### src/rtl/smf_params.svh
// Register offsets, field positions, reset values and timing counts of the serial block.
`ifndef SMF_PARAMS_SVH
`define SMF_PARAMS_SVH

// ----------------------------------------------------------------------------
// Register byte offsets
// ----------------------------------------------------------------------------
`define SMF_OFS_MODE 8'h00
`define SMF_OFS_CTRL 8'h04
`define SMF_OFS_BAUD 8'h08
`define SMF_OFS_TXD 8'h0c
`define SMF_OFS_RXD 8'h10
`define SMF_OFS_STAT 8'h14
`define SMF_OFS_MASK 8'h18
`define SMF_OFS_FMT 8'h1c

// ----------------------------------------------------------------------------
// Field positions
// ----------------------------------------------------------------------------
`define SMF_MODE_SYNC 7
`define SMF_MODE_CHAR_LEN 6
`define SMF_MODE_PARITY_EN 5
`define SMF_MODE_ODD 4
`define SMF_MODE_STOP 3
`define SMF_MODE_MULTIPROC 2
`define SMF_CTRL_TE 5
`define SMF_CTRL_RE 4
`define SMF_CTRL_EXT 1
`define SMF_CTRL_CKO 0
`define SMF_STAT_TXE 0
`define SMF_STAT_RXF 1
`define SMF_STAT_OVERRUN 2
`define SMF_STAT_FRAMING 3
`define SMF_STAT_PARITY 4
`define SMF_STAT_BRK 5
`define SMF_STAT_W 6

// ----------------------------------------------------------------------------
// Reset values
// ----------------------------------------------------------------------------
`define SMF_MODE_RST 8'h00
`define SMF_CTRL_RST 8'h00
`define SMF_BAUD_RST 8'h3f
`define SMF_MASK_RST 6'h00

// ----------------------------------------------------------------------------
// Frame and timing counts
// ----------------------------------------------------------------------------
`define SMF_LEN_8 4'h8
`define SMF_LEN_7 4'h7
`define SMF_STOP_NONE 2'h0
`define SMF_STOP_ONE 2'h1
`define SMF_STOP_TWO 2'h2
`define SMF_PHASE_LAST 4'hf
`define SMF_SAMPLE_TICK 4'h7

`endif

### src/rtl/smf_pkg.sv
// Types and shared decode functions of the serial block.
`include "smf_params.svh"
package smf_pkg;

	// ------------------------------------------------------------------------
	// Bus carriers
	// ------------------------------------------------------------------------
	typedef struct packed {
		logic psel;
		logic penable;
		logic pwrite;
		logic [7:0] paddr;
		logic [31:0] pwdata;
	} smf_apb_req_type;

	typedef struct packed {
		logic [31:0] prdata;
		logic pready;
		logic pslverr;
	} smf_apb_rsp_type;

	// ------------------------------------------------------------------------
	// Decoded frame format and state machines
	// ------------------------------------------------------------------------
	typedef struct packed {
		logic sync_mode;
		logic [3:0] data_len;
		logic parity_on;
		logic parity_odd;
		logic mp_on;
		logic [1:0] stop_bits;
		logic ext_clk;
		logic sck_drive;
	} smf_fmt_type;

	typedef enum logic [4:0] {
		SMF_TX_IDLE = 5'h01,
		SMF_TX_START = 5'h02,
		SMF_TX_DATA = 5'h04,
		SMF_TX_EXTRA = 5'h08,
		SMF_TX_STOP = 5'h10
	} smf_tx_state_type;

	typedef enum logic [4:0] {
		SMF_RX_IDLE = 5'h01,
		SMF_RX_START = 5'h02,
		SMF_RX_DATA = 5'h04,
		SMF_RX_EXTRA = 5'h08,
		SMF_RX_STOP = 5'h10
	} smf_rx_state_type;

	// ------------------------------------------------------------------------
	// Functions
	// ------------------------------------------------------------------------
	function automatic smf_fmt_type smf_decode(input logic [7:0] mode, input logic [7:0] ctrl);
		smf_fmt_type f;
		f.sync_mode = mode[`SMF_MODE_SYNC];
		f.data_len = (!mode[`SMF_MODE_SYNC] && mode[`SMF_MODE_CHAR_LEN]) ?
			`SMF_LEN_7 : `SMF_LEN_8;
		f.parity_on = !mode[`SMF_MODE_SYNC] && !mode[`SMF_MODE_MULTIPROC] &&
			mode[`SMF_MODE_PARITY_EN];
		f.parity_odd = mode[`SMF_MODE_ODD];
		f.mp_on = !mode[`SMF_MODE_SYNC] && mode[`SMF_MODE_MULTIPROC];
		f.stop_bits = mode[`SMF_MODE_SYNC] ? `SMF_STOP_NONE :
			(mode[`SMF_MODE_STOP] ? `SMF_STOP_TWO : `SMF_STOP_ONE);
		f.ext_clk = ctrl[`SMF_CTRL_EXT];
		f.sck_drive = !ctrl[`SMF_CTRL_EXT] && (mode[`SMF_MODE_SYNC] || ctrl[`SMF_CTRL_CKO]);
		return f;
	endfunction

	function automatic logic smf_parity(input logic [7:0] d, input logic [3:0] len,
		input logic odd);
		logic p;
		p = (len == `SMF_LEN_7) ? ^d[6:0] : ^d;
		return p ^ odd;
	endfunction

endpackage

### src/rtl/smf_top.sv
// Serial interface with mode, frame format and clock source selection behind APB.
//
// Behaviour
// - Mode bit picks asynchronous or clocked synchronous.
// - Asynchronous character length bit picks eight or seven.
// - Parity appended only when parity enable set.
// - Stop length bit picks one or two stops.
// - Multiprocessor format replaces parity, ignores parity enable.
// - Synchronous mode: eight data bits, nothing else.
// - Asynchronous receive detects framing, parity, overrun, break.
// - Synchronous receive detects overrun only.
// - Internal baud clock; pin idle or bit-rate output.
// - External pin clock at sixteen times bit rate.
// - Synchronous internal clock always driven on pin.
// - Synchronous external clock shifts data from pin.
// - Start low, data LSB first, extra bit, stops high.
// - Receiver syncs on start edge, samples eighth tick.
// - Output clock rises at centre of each bit.
`timescale 1ns/1ns
`include "smf_params.svh"
module smf_top (
	// Clock and reset
	input wire logic clk_sys_i,
	input wire logic rst_b_i,
	// Register bus
	input wire smf_pkg::smf_apb_req_type apb_req_i,
	output smf_pkg::smf_apb_rsp_type apb_rsp_o,
	// Serial data line
	input wire logic rxd_i,
	output logic txd_o,
	// Serial clock pin
	input wire logic sck_i,
	output logic sck_o,
	output logic sck_oe_b_o,
	// Interrupt
	output logic irq_o
);
	import smf_pkg::*;

	// ------------------------------------------------------------------------
	// Declarations
	// ------------------------------------------------------------------------
	logic [7:0] mode_reg;
	logic [7:0] ctrl_reg;
	logic [7:0] baud_reg;
	logic [8:0] tx_hold_reg;
	logic tx_pend_reg;
	logic [8:0] rx_data_reg;
	logic [`SMF_STAT_W-1:0] stat_reg;
	logic [`SMF_STAT_W-1:0] stat_next;
	logic [`SMF_STAT_W-1:0] stat_set;
	logic [`SMF_STAT_W-1:0] stat_clr;
	logic [`SMF_STAT_W-1:0] mask_reg;
	logic [31:0] prdata_reg;
	logic [31:0] rd_mux;
	logic [7:0] baud_cnt_reg;
	logic [3:0] bit_phase_reg;
	logic sck_d_reg;
	logic rxd_d_reg;
	logic sck_s;
	logic rxd_s;
	smf_fmt_type fmt;
	smf_tx_state_type tx_state_reg;
	smf_tx_state_type tx_state_next;
	logic [7:0] tx_shift_reg;
	logic [7:0] tx_shift_next;
	logic [3:0] tx_cnt_reg;
	logic [3:0] tx_cnt_next;
	logic [1:0] tx_stop_reg;
	logic [1:0] tx_stop_next;
	logic tx_extra_reg;
	logic tx_extra_next;
	logic txd_reg;
	logic txd_next;
	logic tx_load;
	logic sck_out_reg;
	logic sck_out_next;
	smf_rx_state_type rx_state_reg;
	smf_rx_state_type rx_state_next;
	logic [7:0] rx_shift_reg;
	logic [7:0] rx_shift_next;
	logic [3:0] rx_cnt_reg;
	logic [3:0] rx_cnt_next;
	logic [3:0] rx_phase_reg;
	logic [3:0] rx_phase_next;
	logic rx_extra_reg;
	logic rx_extra_next;
	logic rx_done;
	logic [7:0] rx_word;
	logic [3:0] detect;

	// ------------------------------------------------------------------------
	// Pin synchronisation and edge detection
	// ------------------------------------------------------------------------
	smf_sync #(
		.WIDTH(2)
	) u_sync (
		.clk_sys_i(clk_sys_i),
		.rst_b_i(rst_b_i),
		.async_i({sck_i, rxd_i}),
		.sync_o({sck_s, rxd_s})
	);

	wire sck_rise = sck_s && !sck_d_reg;
	wire sck_fall = !sck_s && sck_d_reg;
	wire rxd_fall = !rxd_s && rxd_d_reg;

	// ------------------------------------------------------------------------
	// Register decode
	// ------------------------------------------------------------------------
	wire apb_setup = apb_req_i.psel && !apb_req_i.penable;
	wire apb_access = apb_req_i.psel && apb_req_i.penable;
	wire apb_wr = apb_access && apb_req_i.pwrite;
	wire [7:0] addr = apb_req_i.paddr;
	wire [31:0] wdata = apb_req_i.pwdata;
	wire hit_mode = addr == `SMF_OFS_MODE;
	wire hit_ctrl = addr == `SMF_OFS_CTRL;
	wire hit_baud = addr == `SMF_OFS_BAUD;
	wire hit_txd = addr == `SMF_OFS_TXD;
	wire hit_rxd = addr == `SMF_OFS_RXD;
	wire hit_stat = addr == `SMF_OFS_STAT;
	wire hit_mask = addr == `SMF_OFS_MASK;
	wire hit_fmt = addr == `SMF_OFS_FMT;
	wire hit_any = hit_mode || hit_ctrl || hit_baud || hit_txd || hit_rxd || hit_stat ||
		hit_mask || hit_fmt;
	wire te = ctrl_reg[`SMF_CTRL_TE];
	wire re = ctrl_reg[`SMF_CTRL_RE];

	assign fmt = smf_decode(mode_reg, ctrl_reg);
	wire extra_on = fmt.parity_on || fmt.mp_on;

	// ------------------------------------------------------------------------
	// Clock source selection
	// ------------------------------------------------------------------------
	wire int_tick = baud_cnt_reg == baud_reg;
	wire tick16 = fmt.ext_clk ? sck_rise : int_tick;
	wire phase_end = tick16 && (bit_phase_reg == `SMF_PHASE_LAST);
	wire sync_ext = fmt.sync_mode && fmt.ext_clk;
	wire tx_bit_ev = sync_ext ? sck_fall : phase_end;
	wire sync_samp = fmt.ext_clk ? sck_rise : (tick16 && bit_phase_reg == `SMF_SAMPLE_TICK);
	wire async_samp = tick16 && (rx_phase_reg == `SMF_SAMPLE_TICK);
	wire rx_samp = fmt.sync_mode ? sync_samp : async_samp;
	wire tx_busy = tx_state_reg != SMF_TX_IDLE;
	wire rx_busy = rx_state_reg != SMF_RX_IDLE;
	wire sync_run = tx_busy || re;

	// In synchronous mode clock out runs only while the synchronous side has work, so a peer never sees stray edges.
	always_comb begin
		if (fmt.sync_mode) begin
			sck_out_next = sync_run ? bit_phase_reg[3] : 1'b1;
		end else begin
			sck_out_next = bit_phase_reg[3];
		end
	end

	// ------------------------------------------------------------------------
	// Transmitter
	// ------------------------------------------------------------------------
	wire tx_free = (tx_state_reg == SMF_TX_IDLE) ||
		(tx_state_reg == SMF_TX_DATA && tx_cnt_reg == 4'h0 && fmt.sync_mode) ||
		(tx_state_reg == SMF_TX_STOP && tx_stop_reg == 2'h0);

	always_comb begin
		tx_state_next = tx_state_reg;
		tx_shift_next = tx_shift_reg;
		tx_cnt_next = tx_cnt_reg;
		tx_stop_next = tx_stop_reg;
		tx_extra_next = tx_extra_reg;
		txd_next = txd_reg;
		tx_load = 1'b0;
		if (!te) begin
			tx_state_next = SMF_TX_IDLE;
			txd_next = 1'b1;
		end else if (tx_bit_ev) begin
			case (tx_state_reg)
				SMF_TX_IDLE: begin
					txd_next = 1'b1;
				end
				SMF_TX_START, SMF_TX_DATA: begin
					if (tx_cnt_reg != 4'h0) begin
						txd_next = tx_shift_reg[0];
						tx_shift_next = {1'b0, tx_shift_reg[7:1]};
						tx_cnt_next = tx_cnt_reg - 4'h1;
						tx_state_next = SMF_TX_DATA;
					end else if (fmt.sync_mode) begin
						txd_next = 1'b1;
						tx_state_next = SMF_TX_IDLE;
					end else if (extra_on) begin
						txd_next = tx_extra_reg;
						tx_state_next = SMF_TX_EXTRA;
					end else begin
						txd_next = 1'b1;
						tx_stop_next = fmt.stop_bits - 2'h1;
						tx_state_next = SMF_TX_STOP;
					end
				end
				SMF_TX_EXTRA: begin
					txd_next = 1'b1;
					tx_stop_next = fmt.stop_bits - 2'h1;
					tx_state_next = SMF_TX_STOP;
				end
				SMF_TX_STOP: begin
					if (tx_stop_reg != 2'h0) begin
						tx_stop_next = tx_stop_reg - 2'h1;
					end else begin
						tx_state_next = SMF_TX_IDLE;
					end
				end
				default: begin
					tx_state_next = SMF_TX_IDLE;
					txd_next = 1'b1;
				end
			endcase
			if (tx_free && tx_pend_reg) begin
				tx_load = 1'b1;
				tx_extra_next = fmt.mp_on ? tx_hold_reg[8] :
					smf_parity(tx_hold_reg[7:0], fmt.data_len, fmt.parity_odd);
				if (fmt.sync_mode) begin
					txd_next = tx_hold_reg[0];
					tx_shift_next = {1'b0, tx_hold_reg[7:1]};
					tx_cnt_next = fmt.data_len - 4'h1;
					tx_state_next = SMF_TX_DATA;
				end else begin
					txd_next = 1'b0;
					tx_shift_next = tx_hold_reg[7:0];
					tx_cnt_next = fmt.data_len;
					tx_state_next = SMF_TX_START;
				end
			end
		end
	end

	// ------------------------------------------------------------------------
	// Receiver
	// ------------------------------------------------------------------------
	always_comb begin
		rx_state_next = rx_state_reg;
		rx_shift_next = rx_shift_reg;
		rx_cnt_next = rx_cnt_reg;
		rx_extra_next = rx_extra_reg;
		rx_phase_next = tick16 ? rx_phase_reg + 4'h1 : rx_phase_reg;
		rx_done = 1'b0;
		if (!re) begin
			rx_state_next = SMF_RX_IDLE;
		end else begin
			case (rx_state_reg)
				SMF_RX_IDLE: begin
					if (fmt.sync_mode) begin
						rx_cnt_next = fmt.data_len;
						rx_extra_next = 1'b0;
						rx_state_next = SMF_RX_DATA;
					end else if (rxd_fall) begin
						rx_phase_next = 4'h0;
						rx_state_next = SMF_RX_START;
					end
				end
				SMF_RX_START: begin
					if (rx_samp) begin
						rx_extra_next = 1'b0;
						rx_cnt_next = fmt.data_len;
						rx_state_next = rxd_s ? SMF_RX_IDLE : SMF_RX_DATA;
					end
				end
				SMF_RX_DATA: begin
					if (rx_samp) begin
						rx_shift_next = {rxd_s, rx_shift_reg[7:1]};
						rx_cnt_next = rx_cnt_reg - 4'h1;
						if (rx_cnt_reg == 4'h1) begin
							if (fmt.sync_mode) begin
								rx_done = 1'b1;
								rx_cnt_next = fmt.data_len;
							end else begin
								rx_state_next = extra_on ? SMF_RX_EXTRA : SMF_RX_STOP;
							end
						end
					end
				end
				SMF_RX_EXTRA: begin
					if (rx_samp) begin
						rx_extra_next = rxd_s;
						rx_state_next = SMF_RX_STOP;
					end
				end
				SMF_RX_STOP: begin
					if (rx_samp) begin
						rx_done = 1'b1;
						rx_state_next = SMF_RX_IDLE;
					end
				end
				default: begin
					rx_state_next = SMF_RX_IDLE;
				end
			endcase
		end
	end

	// Seven-bit characters arrive in the top bits of the shifter and need one more step down.
	assign rx_word = (fmt.data_len == `SMF_LEN_7) ? {1'b0, rx_shift_next[7:1]} : rx_shift_next;
	wire rx_store = rx_done && !stat_reg[`SMF_STAT_RXF];
	wire rx_overrun = rx_done && stat_reg[`SMF_STAT_RXF];
	wire rx_frame_err = !fmt.sync_mode && !rxd_s;
	wire rx_parity_err = fmt.parity_on &&
		(rx_extra_reg != smf_parity(rx_word, fmt.data_len, fmt.parity_odd));
	wire rx_brk = rx_frame_err && rx_word == 8'h00 && !rx_extra_reg;
	assign detect = fmt.sync_mode ? 4'h4 : 4'hf;

	// ------------------------------------------------------------------------
	// Interrupt status
	// ------------------------------------------------------------------------
	assign stat_set[`SMF_STAT_TXE] = tx_load;
	assign stat_set[`SMF_STAT_RXF] = rx_store;
	assign stat_set[`SMF_STAT_OVERRUN] = rx_overrun;
	assign stat_set[`SMF_STAT_FRAMING] = rx_store && rx_frame_err;
	assign stat_set[`SMF_STAT_PARITY] = rx_store && rx_parity_err;
	assign stat_set[`SMF_STAT_BRK] = rx_done && rx_brk;
	assign stat_clr = (apb_wr && hit_stat) ? wdata[`SMF_STAT_W-1:0] : {`SMF_STAT_W{1'b0}};
	// A new event in the same cycle as its clear keeps the bit set.
	assign stat_next = (stat_reg & ~stat_clr) | stat_set;

	// ------------------------------------------------------------------------
	// Read data selection
	// ------------------------------------------------------------------------
	always_comb begin
		if (hit_mode) begin
			rd_mux = {24'h000000, mode_reg};
		end else if (hit_ctrl) begin
			rd_mux = {24'h000000, ctrl_reg};
		end else if (hit_baud) begin
			rd_mux = {24'h000000, baud_reg};
		end else if (hit_txd) begin
			rd_mux = {23'h000000, tx_hold_reg};
		end else if (hit_rxd) begin
			rd_mux = {23'h000000, rx_data_reg};
		end else if (hit_stat) begin
			rd_mux = {26'h0000000, stat_reg};
		end else if (hit_mask) begin
			rd_mux = {26'h0000000, mask_reg};
		end else if (hit_fmt) begin
			rd_mux = {14'h0000, detect, rx_busy, tx_busy, tx_pend_reg, fmt.sck_drive,
				fmt.ext_clk, fmt.sync_mode, fmt.stop_bits, fmt.mp_on, fmt.parity_on,
				fmt.data_len};
		end else begin
			rd_mux = 32'h00000000;
		end
	end

	// ------------------------------------------------------------------------
	// Registers
	// ------------------------------------------------------------------------
	always_ff @(posedge clk_sys_i or negedge rst_b_i) begin
		if (!rst_b_i) begin
			mode_reg <= `SMF_MODE_RST;
			ctrl_reg <= `SMF_CTRL_RST;
			baud_reg <= `SMF_BAUD_RST;
			mask_reg <= `SMF_MASK_RST;
		end else if (apb_wr) begin
			if (hit_mode) begin
				mode_reg <= wdata[7:0];
			end else if (hit_ctrl) begin
				ctrl_reg <= wdata[7:0];
			end else if (hit_baud) begin
				baud_reg <= wdata[7:0];
			end else if (hit_mask) begin
				mask_reg <= wdata[`SMF_STAT_W-1:0];
			end
		end
	end

	// A write while a character is still pending replaces it; software polls the empty flag.
	always_ff @(posedge clk_sys_i or negedge rst_b_i) begin
		if (!rst_b_i) begin
			tx_hold_reg <= 9'h000;
			tx_pend_reg <= 1'b0;
		end else if (apb_wr && hit_txd) begin
			tx_hold_reg <= wdata[8:0];
			tx_pend_reg <= 1'b1;
		end else if (tx_load) begin
			tx_pend_reg <= 1'b0;
		end
	end

	always_ff @(posedge clk_sys_i or negedge rst_b_i) begin
		if (!rst_b_i) begin
			rx_data_reg <= 9'h000;
			stat_reg <= {`SMF_STAT_W{1'b0}};
			prdata_reg <= 32'h00000000;
		end else begin
			if (rx_store) begin
				rx_data_reg <= {fmt.mp_on && rx_extra_reg, rx_word};
			end
			stat_reg <= stat_next;
			if (apb_setup) begin
				prdata_reg <= rd_mux;
			end
		end
	end

	always_ff @(posedge clk_sys_i or negedge rst_b_i) begin
		if (!rst_b_i) begin
			baud_cnt_reg <= 8'h00;
			bit_phase_reg <= 4'h0;
			sck_d_reg <= 1'b1;
			rxd_d_reg <= 1'b1;
			sck_out_reg <= 1'b1;
		end else begin
			baud_cnt_reg <= int_tick ? 8'h00 : baud_cnt_reg + 8'h01;
			bit_phase_reg <= tick16 ? bit_phase_reg + 4'h1 : bit_phase_reg;
			sck_d_reg <= sck_s;
			rxd_d_reg <= rxd_s;
			sck_out_reg <= sck_out_next;
		end
	end

	always_ff @(posedge clk_sys_i or negedge rst_b_i) begin
		if (!rst_b_i) begin
			tx_state_reg <= SMF_TX_IDLE;
			tx_shift_reg <= 8'h00;
			tx_cnt_reg <= 4'h0;
			tx_stop_reg <= 2'h0;
			tx_extra_reg <= 1'b0;
			txd_reg <= 1'b1;
		end else begin
			tx_state_reg <= tx_state_next;
			tx_shift_reg <= tx_shift_next;
			tx_cnt_reg <= tx_cnt_next;
			tx_stop_reg <= tx_stop_next;
			tx_extra_reg <= tx_extra_next;
			txd_reg <= txd_next;
		end
	end

	always_ff @(posedge clk_sys_i or negedge rst_b_i) begin
		if (!rst_b_i) begin
			rx_state_reg <= SMF_RX_IDLE;
			rx_shift_reg <= 8'h00;
			rx_cnt_reg <= 4'h0;
			rx_phase_reg <= 4'h0;
			rx_extra_reg <= 1'b0;
		end else begin
			rx_state_reg <= rx_state_next;
			rx_shift_reg <= rx_shift_next;
			rx_cnt_reg <= rx_cnt_next;
			rx_phase_reg <= rx_phase_next;
			rx_extra_reg <= rx_extra_next;
		end
	end

	// ------------------------------------------------------------------------
	// Outputs
	// ------------------------------------------------------------------------
	assign txd_o = txd_reg;
	assign sck_o = sck_out_reg;
	assign sck_oe_b_o = !fmt.sck_drive;
	assign irq_o = |(stat_reg & mask_reg);
	assign apb_rsp_o.prdata = prdata_reg;
	assign apb_rsp_o.pready = 1'b1;
	assign apb_rsp_o.pslverr = apb_access && !hit_any;

endmodule

### src/rtl/smf_sync.sv
// Two-flop synchroniser for pins that arrive from outside the system clock domain.
`timescale 1ns/1ns
module smf_sync #(
	parameter int WIDTH = 2
) (
	// Clock and reset
	input wire logic clk_sys_i,
	input wire logic rst_b_i,
	// Pins in, synchronised levels out
	input wire logic [WIDTH-1:0] async_i,
	output logic [WIDTH-1:0] sync_o
);

	logic [WIDTH-1:0] meta_reg;
	logic [WIDTH-1:0] sync_reg;

	// Both pins idle high, so reset to high avoids a false falling edge.
	always_ff @(posedge clk_sys_i or negedge rst_b_i) begin
		if (!rst_b_i) begin
			meta_reg <= {WIDTH{1'b1}};
			sync_reg <= {WIDTH{1'b1}};
		end else begin
			meta_reg <= async_i;
			sync_reg <= meta_reg;
		end
	end

	assign sync_o = sync_reg;

endmodule

### config.mk
export PLATFORM = sky130hd
export DESIGN_NAME = smf_top
export DESIGN_NICKNAME = d
export VERILOG_FILES = /design/src/rtl/smf_pkg.sv /design/src/rtl/smf_top.sv /design/src/rtl/smf_sync.sv
export VERILOG_INCLUDE_DIRS = /design/src /design/src/rtl
export SDC_FILE = /design/constraint.sdc
export NUM_CORES = 1
export LEC_CHECK = 0
export ABC_AREA = 1
export ABC_CLOCK_PERIOD_IN_PS = 3510
export BUFFER_PORTS_ARGS = -buffer_cell sky130_fd_sc_hd__clkbuf_2
export CAP_MARGIN = 20
export CORE_ASPECT_RATIO = 1.1
export CORE_MARGIN = 8
export CORE_UTILIZATION = 35
export CTS_CLUSTER_DIAMETER = 80
export DETAILED_ROUTE_END_ITERATION = 8
export PLACE_DENSITY = 0.62
export SETUP_SLACK_MARGIN = 0.02
export SYNTH_ARGS = -nofsm -noshare
export SYNTH_HDL_FRONTEND = slang
export SYNTH_SLANG_ARGS = --single-unit
### constraint.sdc
create_clock -name clk_sys_i -period 3.51 [get_ports clk_sys_i]
set_clock_uncertainty 0.15 [all_clocks]
set_input_delay 0.702 -clock clk_sys_i [delete_from_list [all_inputs] [get_ports clk_sys_i]]
set_output_delay 0.702 -clock clk_sys_i [all_outputs]
set_load 0.05 [all_outputs]
======== Word-level counts from Yosys, hierarchy flattened ========
Cells that the tools add are included.
storage, ports and cells
  bits in registers ....................... 149
  bits in latches ......................... 0
  memory bits (writable) .................. 0
  memory bits (read-only) ................. 0
  input bits .............................. 47
  output and inout bits ................... 38
  logic and storage cells ................. 268
  memories kept ........................... 0
operators by class
  add/sub/neg operators ................... 8
  multipliers ............................. 0
  divide/modulo/power cells ............... 0
  order comparisons ....................... 0
  equal/unequal tests ..................... 45
  shift operators ......................... 0
  mux-type cells .......................... 94
  bitwise operators ....................... 9
  reductions and logical operators ........ 85
operators by type and width
  kind                                               number
  two-way mux 18 bit                                 8
  two-way mux 5 bit                                  16
  two-way mux 8 bit                                  9
  two-way mux 4 bit                                  16
  == test 8 x 5 -> 1 bit (second input constant)     4
  logical AND 1 bit                                  32
  two-way mux 1 bit                                  29
  case mux 5 bit (5 select lines)                    1
  case mux 5 bit (4 select lines)                    1
  inequality test 3 bit (second input constant)      6
  == test 8 x 4 -> 1 bit (second input constant)     2
  zero test 8 bit                                    2
  parity 8 bit                                       2
  AND reduction 5 bit                                3
  inequality test 2 bit (second input constant)      7
  AND reduction 7 bit                                2
  parity 7 bit                                       2
  bitwise AND 6 bit                                  2
  == test 4 x 3 -> 1 bit (second input constant)     3
  logical OR 1 bit                                   12
  two-way mux 2 bit                                  6
  case mux 4 bit (3 select lines)                    1
  subtractor 4 x 1 -> 4 bit (second input constant)  3
  zero test 1 bit                                    11
  other kinds (37)                                   61

======== Depth between registers and ports, before layout ========
Gate-level depths: netlist of run 1.
  word-level depth ........................ 17
  depth in mapped cells ................... 23
  depth with buffers taken out ............ 23

======== Hierarchy ========
Synthesis of run 1 repeated with hierarchy kept, for this count alone.
unflattened totals
  cells, all modules ...................... 924
  area total of the unflattened synthesis .. 7161.9 um^2
by module, submodules not included
  module    instances  cells an instance  area an instance (um^2)  sequential area each (um^2)
  smf_top   1          920                7056.8                   3243.1
  smf_sync  1          4                  105.1                    105.1

======== Worst setup path before layout of run 1 ========
OpenSTA, ideal clock, no wires.
  path type ............................... input to output
  from .................................... input port apb_req_i[37] (netlist bit)
  to ...................................... output port apb_rsp_o[0] (netlist bit)
  data arrival time ....................... 1.993 ns
  data required time ...................... 2.658 ns
  slack ................................... 0.665 ns
  stages on the path ...................... 6
  path buffers ............................ 0
  cell sequence ........................... inv_1 nand3_1 nor2_2 inv_1 nand4_1 a21oi_1
RTL lines
  what         line           RTL
  from (decl)  smf_top.sv:26  input wire smf_pkg::smf_apb_req_type apb_req_i,
  to (decl)    smf_top.sv:27  output smf_pkg::smf_apb_rsp_type apb_rsp_o,

======== Final worst setup path of run 1 ========
  from .................................... register baud_reg[1]
  to ...................................... register stat_reg[4]
between the ends
  word-level cells in the longest chain between the ends .. 16
  elaborated cells between the ends (all ways) .. 23
  classes of those cells .................. eq/ne (2); mux (12); bitwise (2); reduce/logical (7)
RTL lines
  what                                                 line            RTL
  from (decl)                                          smf_top.sv:45   logic [7:0] baud_reg;
  from (signal assigned)                               smf_top.sv:354  baud_reg <= `SMF_BAUD_RST;
  from (signal assigned)                               smf_top.sv:362  baud_reg <= wdata[7:0];
  == test 8 bit (*)                                    smf_top.sv:135  wire int_tick = baud_cnt_reg == baud_reg;
  two-way mux 1 bit (*)                                smf_top.sv:136  wire tick16 = fmt.ext_clk ? sck_rise : int_tick;
  logical AND 1 bit (no line)                          n/a
  two-way mux 1 bit                                    smf_top.sv:140  wire sync_samp = fmt.ext_clk ? sck_rise : (tick16 && bit_phase_reg == `SMF_SAMPLE_TICK);
  two-way mux 1 bit (*)                                smf_top.sv:142  wire rx_samp = fmt.sync_mode ? sync_samp : async_samp;
  two-way mux 8 bit                                    smf_top.sv:265  if (rx_samp) begin
  two-way mux 8 bit                                    smf_top.sv:246  case (rx_state_reg)
  two-way mux 8 bit                                    smf_top.sv:243  if (!re) begin
  two-way mux 8 bit                                    smf_top.sv:298  assign rx_word = (fmt.data_len == `SMF_LEN_7) ? {1'b0, rx_shift_next[7:1]} : rx_shift_next;
  parity 8 bit / parity 7 bit (equally long branches)  smf_pkg.sv:74   p = (len == `SMF_LEN_7) ? ^d[6:0] : ^d;
  two-way mux 1 bit                                    smf_pkg.sv:74
  XOR 1 bit                                            smf_pkg.sv:75   return p ^ odd;
  inequality test 1 bit                                smf_top.sv:303  (rx_extra_reg != smf_parity(rx_word, fmt.data_len, fmt.parity_odd));
  logical AND 1 bit                                    smf_top.sv:302  wire rx_parity_err = fmt.parity_on &&
  logical AND 1 bit (*)                                smf_top.sv:314  assign stat_set[`SMF_STAT_PARITY] = rx_store && rx_parity_err;
  bitwise OR 6 bit (*)                                 smf_top.sv:318  assign stat_next = (stat_reg & ~stat_clr) | stat_set;
  named net stat_next[4]                               smf_top.sv:50   logic [`SMF_STAT_W-1:0] stat_next;
  to (signal assigned)                                 smf_top.sv:385  stat_reg <= {`SMF_STAT_W{1'b0}};
  to (signal assigned)                                 smf_top.sv:391  stat_reg <= stat_next;
  to (decl)                                            smf_top.sv:49   logic [`SMF_STAT_W-1:0] stat_reg;
Mark *: on every way through the listed nets, which the timed path passes. The rest lies on a longest branch.
A chain may end at the register's enable or synchronous reset.

==> flow_metrics.tcl, run 1 <==
set metrics [dict create \
    clockBufferDepth 2 \
    io_pins 85 \
    portBuffers 46 \
    drt-total-wl_um 18600 \
    pre_cts_ws_ps 327 \
    crit_path_max_fanout 11 \
    drt-pass1-iter-count 5 \
    setup_ws_ps 340 \
    worstSetupEndpointType "register" \
    crit_arrival_ps 3340 \
    hold_viol 0 \
    place_congestion 0.850 \
    seq_area_frac_synth 0.471 \
    cts_hold_buf 0 \
    cts_max_level 4 \
    clkLatencyLatePin_ps 420 \
    die_h_um 165 \
    synthToLayoutAreaGrowth_pct 14.6 \
    ant_nets 0 \
    layout_min_cycle_time_ps 3170 \
    leakage_nw 3.91 \
    rr_worst_depth 21 \
    ys_warn_count 0 \
    syn_avg_cell_area_um2 7.92 \
    relSlewSlack 0.564 \
    fmax_mhz 315 \
    numClockSinks 133 \
    vias_per_cell 4.95 \
    grt_max_degree 60 \
    cp-start-kind "register" \
    wl_per_cell_um 15.3 \
    cts_tree "yes" \
    max_cap_viol_count 0 \
    cts.clk_slew.worst_paths_ps 60 \
    place_hpwl_um 13700 \
    drc 0 \
    n_antenna_cell 0 \
    worst_pin_slew_ps 654 \
    power_density_nw_per_um2 498 \
    largest_register_ffs 16 \
    critical_path.cell_chain "nand2_1 -> nand2_1 -> nand2_1 -> nor2_1 -> nand3_1 -> nand2_2 -> nand3_2 -> buf_4 -> nand2_1 -> and2_1 -> nand2_1 -> nand2_1 -> ha_1 -> xnor2_1 -> xnor2_1 -> xor2_1 -> inv_1 -> nand3_1 -> nand2_1 -> nand2_1 -> nand2_1" \
    ir_drop_mv 0.321 \
    initial_core_util 0.358 \
    post-route-util 0.410 \
    synth_edf_count 0 \
    grt-ovfl-total 0 \
    antenna_found_initial 0 \
    dieArea_um2 25100 \
    synthFlopType "dfrtp_1" \
    core_um2 19900 \
    setup_viol 0 \
    path_common_cell "nand2_1" \
    hp-class "input pin to async pin" \
    ctsResizeCount 0 \
    drive_above_1_share 0.143 \
    finalSetupTns_ps 0 \
    post-cts-setup-buffers 0 \
    numCtsBuffers 17 \
    synthCells 898 \
    grt_pass1_wl_um 30700 \
    track_usage 0.151 \
    rows 54 \
    crit_type "register to register" \
    required_ps 3670 \
    grt_pass1_vias 5938 \
    syn_area_um2 7110 \
    synth.ff_latch_count 133 \
    slowest_delay_ps 560 \
    drv_slew 0 \
    final_nets 1008 \
    vias 6009 \
    status "finished clean" \
    die_w_um 152 \
    fin_crit_sh 0.903 \
    cts-root-buf "clkbuf_16" \
    rsz0062_at_grt "no" \
    drtIter0Drc 541 \
    crit_path_top_delay_cell "dfstp_2" \
    async_flop_share 1.00 \
    ys_types 49 \
]
[placed cells by master (no fill, tap or decap), types with 3 or more instances in the layout]
| cell type | instances |
|---|---|
| nand2_1 | 285 |
| dfrtp_1 | 117 |
| o21ai_0 | 95 |
| inv_1 | 86 |
| nand3_1 | 56 |
| clkbuf_2 | 45 |
| nor2_1 | 39 |
| a21oi_1 | 21 |
| nand4_1 | 17 |
| clkbuf_16 | 17 |
| dfstp_2 | 16 |
| xnor2_1 | 15 |
| conb_1 | 15 |
| o21ai_1 | 13 |
| xor2_1 | 12 |
| ha_1 | 11 |
| buf_4 | 11 |
| nor2_2 | 8 |
| nor3_1 | 8 |
| inv_2 | 6 |
| nand2_2 | 6 |
| a221oi_1 | 6 |
| o31ai_1 | 4 |
| o22ai_1 | 4 |
| clkbuf_1 | 4 |
| o211ai_1 | 3 |
| o21ai_2 | 3 |
| clkinv_2 | 3 |
| clkbuf_8 | 3 |
[synth_stat cells, types with 3 or more instances]
library cell	n	area share
a21oi_1	21	0.015
a221oi_1	6	0.0074
buf_2	3	0.0021
buf_4	21	0.022
buf_6	3	0.0048
clkbuf_1	11	0.0058
dfrtp_1	117	0.41
dfstp_2	16	0.059
ha_1	11	0.019
inv_1	86	0.045
inv_2	6	0.0032
nand2_1	285	0.15
nand2_2	6	0.0053
nand3_1	56	0.039
nand4_1	17	0.015
nor2_1	39	0.021
nor2_2	8	0.0070
nor3_1	8	0.0056
o211ai_1	3	0.0032
o21ai_0	95	0.067
o21ai_1	13	0.0091
o21ai_2	3	0.0037
o22ai_1	4	0.0035
o31ai_1	4	0.0042
xnor2_1	15	0.018
xor2_1	12	0.015
[where the power goes]
group / internal [mW] / total (mW) / switching [mW]
sequential: 1.64 / 1.72 / 0.0845
clock: 1.10 / 1.76 / 0.662
combinational: 0.178 / 0.576 / 0.397
total: 2.91 / 4.06 / 1.14
[worst max-delay path, delay by kind of cell (launching register included)]
| kind | cells | cell delay [ps] |
|---|---|---|
| xor+xnor | 3 | 520 |
| buf+inv | 2 | 250 |
| simple gates | 15 | 1350 |
| fa+ha+maj | 1 | 230 |
| flops | 1 | 560 |
[layer usage]
layer | routed length (um) | GRT usage
met1 | 8300 | 0.187
met2 | 9090 | 0.251
met3 | 855 | 0.0373
met4 | 379 | 0.0594
met5 | 0 | 0
[kinds of logic after synthesis]
logic type / Yosys count / synth area share
simple gates: 433 / 0.261
compound gates: 161 / 0.130
flops: 133 / 0.471
buf+inv: 130 / 0.0834
xor+xnor: 27 / 0.0333
fa+ha+maj: 11 / 0.0194
other cells: 2 / 0.00106
mux: 1 / 0.00158
[metrics by stage]
| stage | hold slack, ps | instances | total power, mW | instance area, um^2 |
|---|---|---|---|---|
| 2_1_floorplan | 195 | 911 | 2.17 | 7160 |
| 3_3_place_gp | 197 | 1183 | 2.31 | 7570 |
| 3_5_place_dp | 197 | 1183 | 2.33 | 7570 |
| 4_1_cts | 115 | 1215 | 4.09 | 8150 |
| 5_1_grt | 135 | 1215 | 4.25 | 8150 |
| 6_report | 95.3 | 1215 | 4.06 | 8150 |
[path summary, 6_finish.rpt]
check / from / endpoint / slack, ps
max in group asynchronous: rst_b_i / rxd_d_reg / 2350
setup / recovery: baud_reg[1] / stat_reg[4] / 340
min in group clk_sys_i: u_sync.meta_reg[0] / u_sync.sync_o[0] / 200
hold reg to reg: u_sync.meta_reg[0] / u_sync.sync_o[0] / 200
hold / removal: rst_b_i / baud_cnt_reg[1] / 100
setup reg to reg: baud_reg[1] / stat_reg[4] / 340
[final cells by class]
cell class	count	area [um^2]
multi-input combinational	648	3220
clock inverter	8	98.8
timing repair buffer	58	339
fill	2062	11700
tap	252	315
inverter	92	345
clock buffer	24	482
sequential	133	3350
Power figures use the tool's default switching activity.
==> run 2: changes to the inputs <==
--- a/config.mk
+++ b/config.mk
@@ -6,16 +6,16 @@
 export SDC_FILE = /design/constraint.sdc
 export NUM_CORES = 1
 export LEC_CHECK = 0
-export ABC_AREA = 1
+export ABC_AREA = 0
 export ABC_CLOCK_PERIOD_IN_PS = 3510
 export BUFFER_PORTS_ARGS = -buffer_cell sky130_fd_sc_hd__clkbuf_2
 export CAP_MARGIN = 20
 export CORE_ASPECT_RATIO = 1.1
 export CORE_MARGIN = 8
-export CORE_UTILIZATION = 35
+export CORE_UTILIZATION = 50
 export CTS_CLUSTER_DIAMETER = 80
 export DETAILED_ROUTE_END_ITERATION = 8
-export PLACE_DENSITY = 0.62
+export PLACE_DENSITY = 0.79
 export SETUP_SLACK_MARGIN = 0.02
 export SYNTH_ARGS = -nofsm -noshare
 export SYNTH_HDL_FRONTEND = slang
==> flow_metrics.tcl, run 2 <==
set metrics [dict create \
    status "finished clean" \
    die_w_um 133 \
    grt_use_met3 0.0483 \
    critical_path.cell_chain "xnor2_1 -> nand4_2 -> o21ai_4 -> nand3_4 -> mux2_2 -> ha_1 -> xnor3_2 -> xnor2_2 -> xnor2_1 -> or4b_1 -> nand3_1" \
    hp-class "input pin to async pin" \
    cts_hold_buf 0 \
    grt_pass1_vias 5809 \
    numCtsBuffers 17 \
    place_area_um2 7960 \
    ys_top_cells_by_count "dfrtp_1, nand2_1, mux2_2" \
    grt.busiest_layer "met2" \
    place_hpwl_um 12800 \
    post-cts-setup-buffers 0 \
    rows 47 \
    grt.met2_usage 0.330 \
    dieArea_um2 19200 \
    drtIter0Drc 561 \
    path_common_cell "xnor2_1" \
    final_cell_mix "dfrtp_1, nand2_1, mux2_2" \
    setup_ws_ps 37.1 \
    grt_max_degree 78 \
    crit_path_top_delay_cell "dfstp_2" \
    synth.area.top_cells "dfrtp_1, mux2_2, dfstp_2" \
    final_common_cell "dfrtp_1" \
    synth_top_area_frac 0.391 \
    leakage_nw 3.76 \
    cts-root-buf "clkbuf_16" \
    rsz0062_at_grt "yes" \
    drc 0 \
    async_flop_share 1.00 \
    multi_input_area_um2 3880 \
    synth.ff_latch_count 133 \
    drt-total-wl_um 18500 \
    path_depth 11 \
    ys_warn_count 0 \
    setup_viol 0 \
    portBuffers 46 \
    worst_pin_slew_ps 763 \
    initial_core_util 0.504 \
    synthFlopType "dfrtp_1" \
    die_h_um 144 \
    vias 5908 \
    cts_max_level 4 \
    gr-usage-met1 0.231 \
    final_nets 847 \
    io_pins 85 \
    path_delay_family "XOR/XNOR gates" \
    register_area_um2 3350 \
    cts_tree "yes" \
    synth_edf_count 0 \
    fin_crit_sh 0.989 \
    track_usage 0.198 \
    synth.most_common_cell "dfrtp_1" \
    design_area_um2 8600 \
    syn_area_um2 7490 \
    pre_cts_ws_ps 101 \
    core_um2 14900 \
    cts.clk_slew.worst_paths_ps 60 \
    crit_type "register to register" \
    wl_per_cell_um 18.5 \
    required_ps 3720 \
    max_cap_viol_count 0 \
    rr_worst_depth 11 \
    layout_min_cycle_time_ps 3470 \
    synthCells 736 \
    clockBufferDepth 2 \
    n_antenna_cell 0 \
    synthToLayoutAreaGrowth_pct 14.8 \
    syn_avg_cell_area_um2 10.2 \
    clkLatencyLatePin_ps 430 \
    hold_viol 0 \
    ys_types 80 \
    worstSetupEndpointType "register" \
    synth_top_area_cell "dfrtp_1" \
    nFillCells 1208 \
    place_congestion 0.900 \
    crit_path_max_fanout 5 \
    ir_drop_mv 0.362 \
    grt-ovfl-total 0 \
    vias_per_cell 5.92 \
    seq_area_frac_synth 0.447 \
    slowest_delay_ps 550 \
    relSlewSlack 0.490 \
    cp-start-kind "register" \
    antenna_found_initial 0 \
    ant_nets 0 \
    crit_arrival_ps 3690 \
    drive_above_1_share 0.264 \
    numClockSinks 133 \
    fmax_mhz 288 \
    holdWs_ps 150 \
    largest_register_ffs 16 \
    critPathBufInv 0 \
    p_total_mw 4.20 \
    drt-pass1-iter-count 5 \
    ctsResizeCount 0 \
    grt_pass1_wl_um 29700 \
    power_density_nw_per_um2 488 \
    drv_slew 0 \
]
-- run 2: path summary, 6_finish.rpt --
path	endpoint	start	slack, ps
setup / recovery	stat_reg[4]	baud_reg[3]	40
hold / removal	baud_cnt_reg[0]	rst_b_i	150
setup reg to reg	stat_reg[4]	baud_reg[3]	40
hold reg to reg	u_sync.sync_o[0]	u_sync.meta_reg[0]	200
max in group asynchronous	tx_state_reg[0]	rst_b_i	2260
min in group clk_sys_i	u_sync.sync_o[0]	u_sync.meta_reg[0]	200
-- run 2: per-layer routing --
layer,up-vias,share of wire
li1,2723,-
met3,51,0.065
met4,0,0.034
met2,226,0.50
met5,-,0
met1,2908,0.41
-- run 2: cell type report --
cell class | count | share of cell area
repair buffers | 70 | 0.0503
inverters | 20 | 0.00873
well taps | 196 | 0.0285
flip-flops and latches | 133 | 0.389
multi-input cells | 547 | 0.451
clock inverters | 12 | 0.0177
clock buffers | 20 | 0.0543
-- run 2: worst reg2reg max path, stage by stage, from the launching register on --
cell and delay (ps):
dfstp_2 550, xnor2_1 160, nand4_2 220, o21ai_4 220
nand3_4 140, mux2_2 330, ha_1 320, xnor3_2 400
xnor2_2 240, xnor2_1 140, or4b_1 450, nand3_1 90
-- run 2: kinds of logic after synthesis --
family          synth area share
simple gates               0.166
compound gates             0.143
buf+inv                   0.0457
mux                        0.135
xor+xnor                  0.0439
other cells              0.00100
flops                      0.447
fa+ha+maj                 0.0184
-- run 2: where the power goes --
part / leakage (nW) / internal [mW] / total [mW] / switching, mW
registers: 1.75 / 1.63 / 1.72 / 0.0898
clock network: 0.294 / 1.17 / 1.85 / 0.684
logic: 1.72 / 0.240 / 0.625 / 0.385
total: 3.76 / 3.04 / 4.20 / 1.16
-- run 2: metrics by stage --
step | setup TNS [ps] | util | instances
floorplan | 0 | - | 749
global placement | 0 | 0.535 | 966
detailed placement | 0 | 0.535 | 966
CTS | 0 | 0.577 | 998
global route | -61.1 | 0.578 | 998
finish | 0 | 0.578 | 998
==> run 3: changes to the inputs <==
--- a/config.mk
+++ b/config.mk
@@ -12,10 +12,11 @@
 export CAP_MARGIN = 20
 export CORE_ASPECT_RATIO = 1.1
 export CORE_MARGIN = 8
-export CORE_UTILIZATION = 50
+export CORE_UTILIZATION = 59
 export CTS_CLUSTER_DIAMETER = 80
 export DETAILED_ROUTE_END_ITERATION = 8
-export PLACE_DENSITY = 0.79
+export PLACE_DENSITY = 0.89
+export RECOVER_POWER = 25
 export SETUP_SLACK_MARGIN = 0.02
 export SYNTH_ARGS = -nofsm -noshare
 export SYNTH_HDL_FRONTEND = slang
==> flow_metrics.tcl, run 3 (same netlist as run 2, synthesis figures left out) <==
set metrics [dict create \
    status "finished, violations left" \
    violations "max-capacitance violations, max-slew violations" \
    vias_per_cell 6.37 \
    drt-total-wl_um 19100 \
    path_common_cell "xnor2_1" \
    p_total_mw 4.42 \
    final_nets 850 \
    post-route-util 0.687 \
    io_pins 85 \
    crit_path_top_delay_cell "dfstp_2" \
    synthToLayoutAreaGrowth_pct 14.9 \
    drv_slew 77 \
    cts_tree "yes" \
    design_area_um2 8610 \
    n_antenna_cell 0 \
    layout_min_cycle_time_ps 3470 \
    final_cells 962 \
    place_hpwl_um 13000 \
    drt-pass1-iter-count 5 \
    cp-start-kind "register" \
    grt-ovfl-total 0 \
    numCtsBuffers 17 \
    cts_max_level 4 \
    die_h_um 134 \
    final_common_cell "dfrtp_1" \
    rows 43 \
    place_congestion 0.948 \
    grt_pass1_vias 6069 \
    drive_above_1_share 0.260 \
    drtIter0Drc 611 \
    dieArea_um2 16600 \
    leakage_nw 3.79 \
    holdWs_ps 211 \
    max_cap_viol_count 1 \
    required_ps 3710 \
    ir_drop_mv 0.363 \
    wl_per_cell_um 19.9 \
    grt_pass1_wl_um 30600 \
    power_density_nw_per_um2 513 \
    worstSetupEndpointType "register" \
    cts.clk_slew.worst_paths_ps 60 \
    place_inst 927 \
    relSlewSlack -0.254 \
    fin_crit_sh 0.989 \
    hold_viol 0 \
    numClockSinks 133 \
    worst_pin_slew_ps 1880 \
    ant_nets 0 \
    rsz0062_at_grt "yes" \
    fmax_mhz 288 \
    crit_type "register to register" \
    largest_register_ffs 16 \
    initial_core_util 0.598 \
    place_area_um2 7910 \
    clockBufferDepth 2 \
    antenna_found_initial 0 \
    drc 0 \
    setup_viol 0 \
    portBuffers 46 \
    track_usage 0.233 \
    hp-class "register to register" \
    die_w_um 123 \
    nFillCells 868 \
    crit_arrival_ps 3670 \
    cts-root-buf "clkbuf_16" \
    grt_max_degree 78 \
    clkLatencyLatePin_ps 420 \
    slowest_delay_ps 570 \
    final_cell_mix "dfrtp_1, nand2_1, mux2_2" \
    core_um2 12500 \
    rrSetupSlack_ps 40 \
    vias 6128 \
    crit_path_max_fanout 5 \
    critical_path.cell_chain "xnor2_1 -> nand4_2 -> o21ai_2 -> nand3_4 -> mux2_2 -> ha_1 -> xnor3_1 -> xnor2_2 -> xnor2_1 -> or4b_1 -> nand3_1" \
]
run 3: changes by cell type in the layout (fill, tap and decap cells not counted), moves of 2 or more:
cell	delta
buf_4	+3
bufinv_16	+3
clkbuf_1	+3
clkbuf_8	-2
clkinv_2	-3
clkinvlp_4	-3
dfstp_1	+2
dfstp_2	-2
run 3: metal layers:
metal	vias to the layer above	track usage	wire length (um)
met2	324	0.376	9300
met5	-	0	0
met1	3000	0.283	7390
met4	0	0.131	895
met3	84	0.0479	1560
li1	2720	-	-
run 3: power by group:
part           total [mW]  switching (mW)  internal (mW)
clock network        2.04           0.680           1.36
logic               0.661           0.402          0.259
registers            1.72          0.0850           1.63
run 3: per-stage QoR:
step	worst slack, ps	setup TNS (ps)
final	38.2	0
after global placement	196	0
after CTS	117	0
after detailed placement	141	0
after floorplan	45.0	0
after global routing	-61.2	-61.2
run 3: path summary, 6_finish.rpt:
path                                    start          endpoint  cells past startpoint
hold reg to reg            u_sync.meta_reg[0]  u_sync.sync_o[0]                      0
min in group asynchronous             rst_b_i   baud_cnt_reg[0]                      1
max in group asynchronous             rst_b_i   tx_state_reg[0]                      2
setup reg to reg                  baud_reg[5]       stat_reg[4]                     11
setup / recovery                  baud_reg[5]       stat_reg[4]                     11
hold / removal             u_sync.meta_reg[0]  u_sync.sync_o[0]                      0
run 3: repair_timing:
action	in CTS	in global routing
setup endpoints to repair	0	1
setup buffers	0	3
resized for setup	0	2
hold buffers	0	0
run 3: layout make-up:
| class | count | area (um^2) | area share |
|---|---|---|---|
| clock buffer | 21 | 450 | 0.0523 |
| clock inverter | 11 | 223 | 0.0259 |
| inverter | 20 | 75.1 | 0.00871 |
| multi-input combinational | 547 | 3870 | 0.450 |
| sequential | 133 | 3350 | 0.389 |
| tap | 157 | 196 | 0.0228 |
| timing repair buffer | 73 | 449 | 0.0521 |
run 3: critical path: cells and delay by family, from the launching register on:
kind	cells	cell delay [ps]
muxes	1	340
AOI/OAI and AO/OA	1	260
and+or+nand+nor	4	870
xor gates and xnor gates	4	930
adders and majority gates	1	280
DFF	1	570
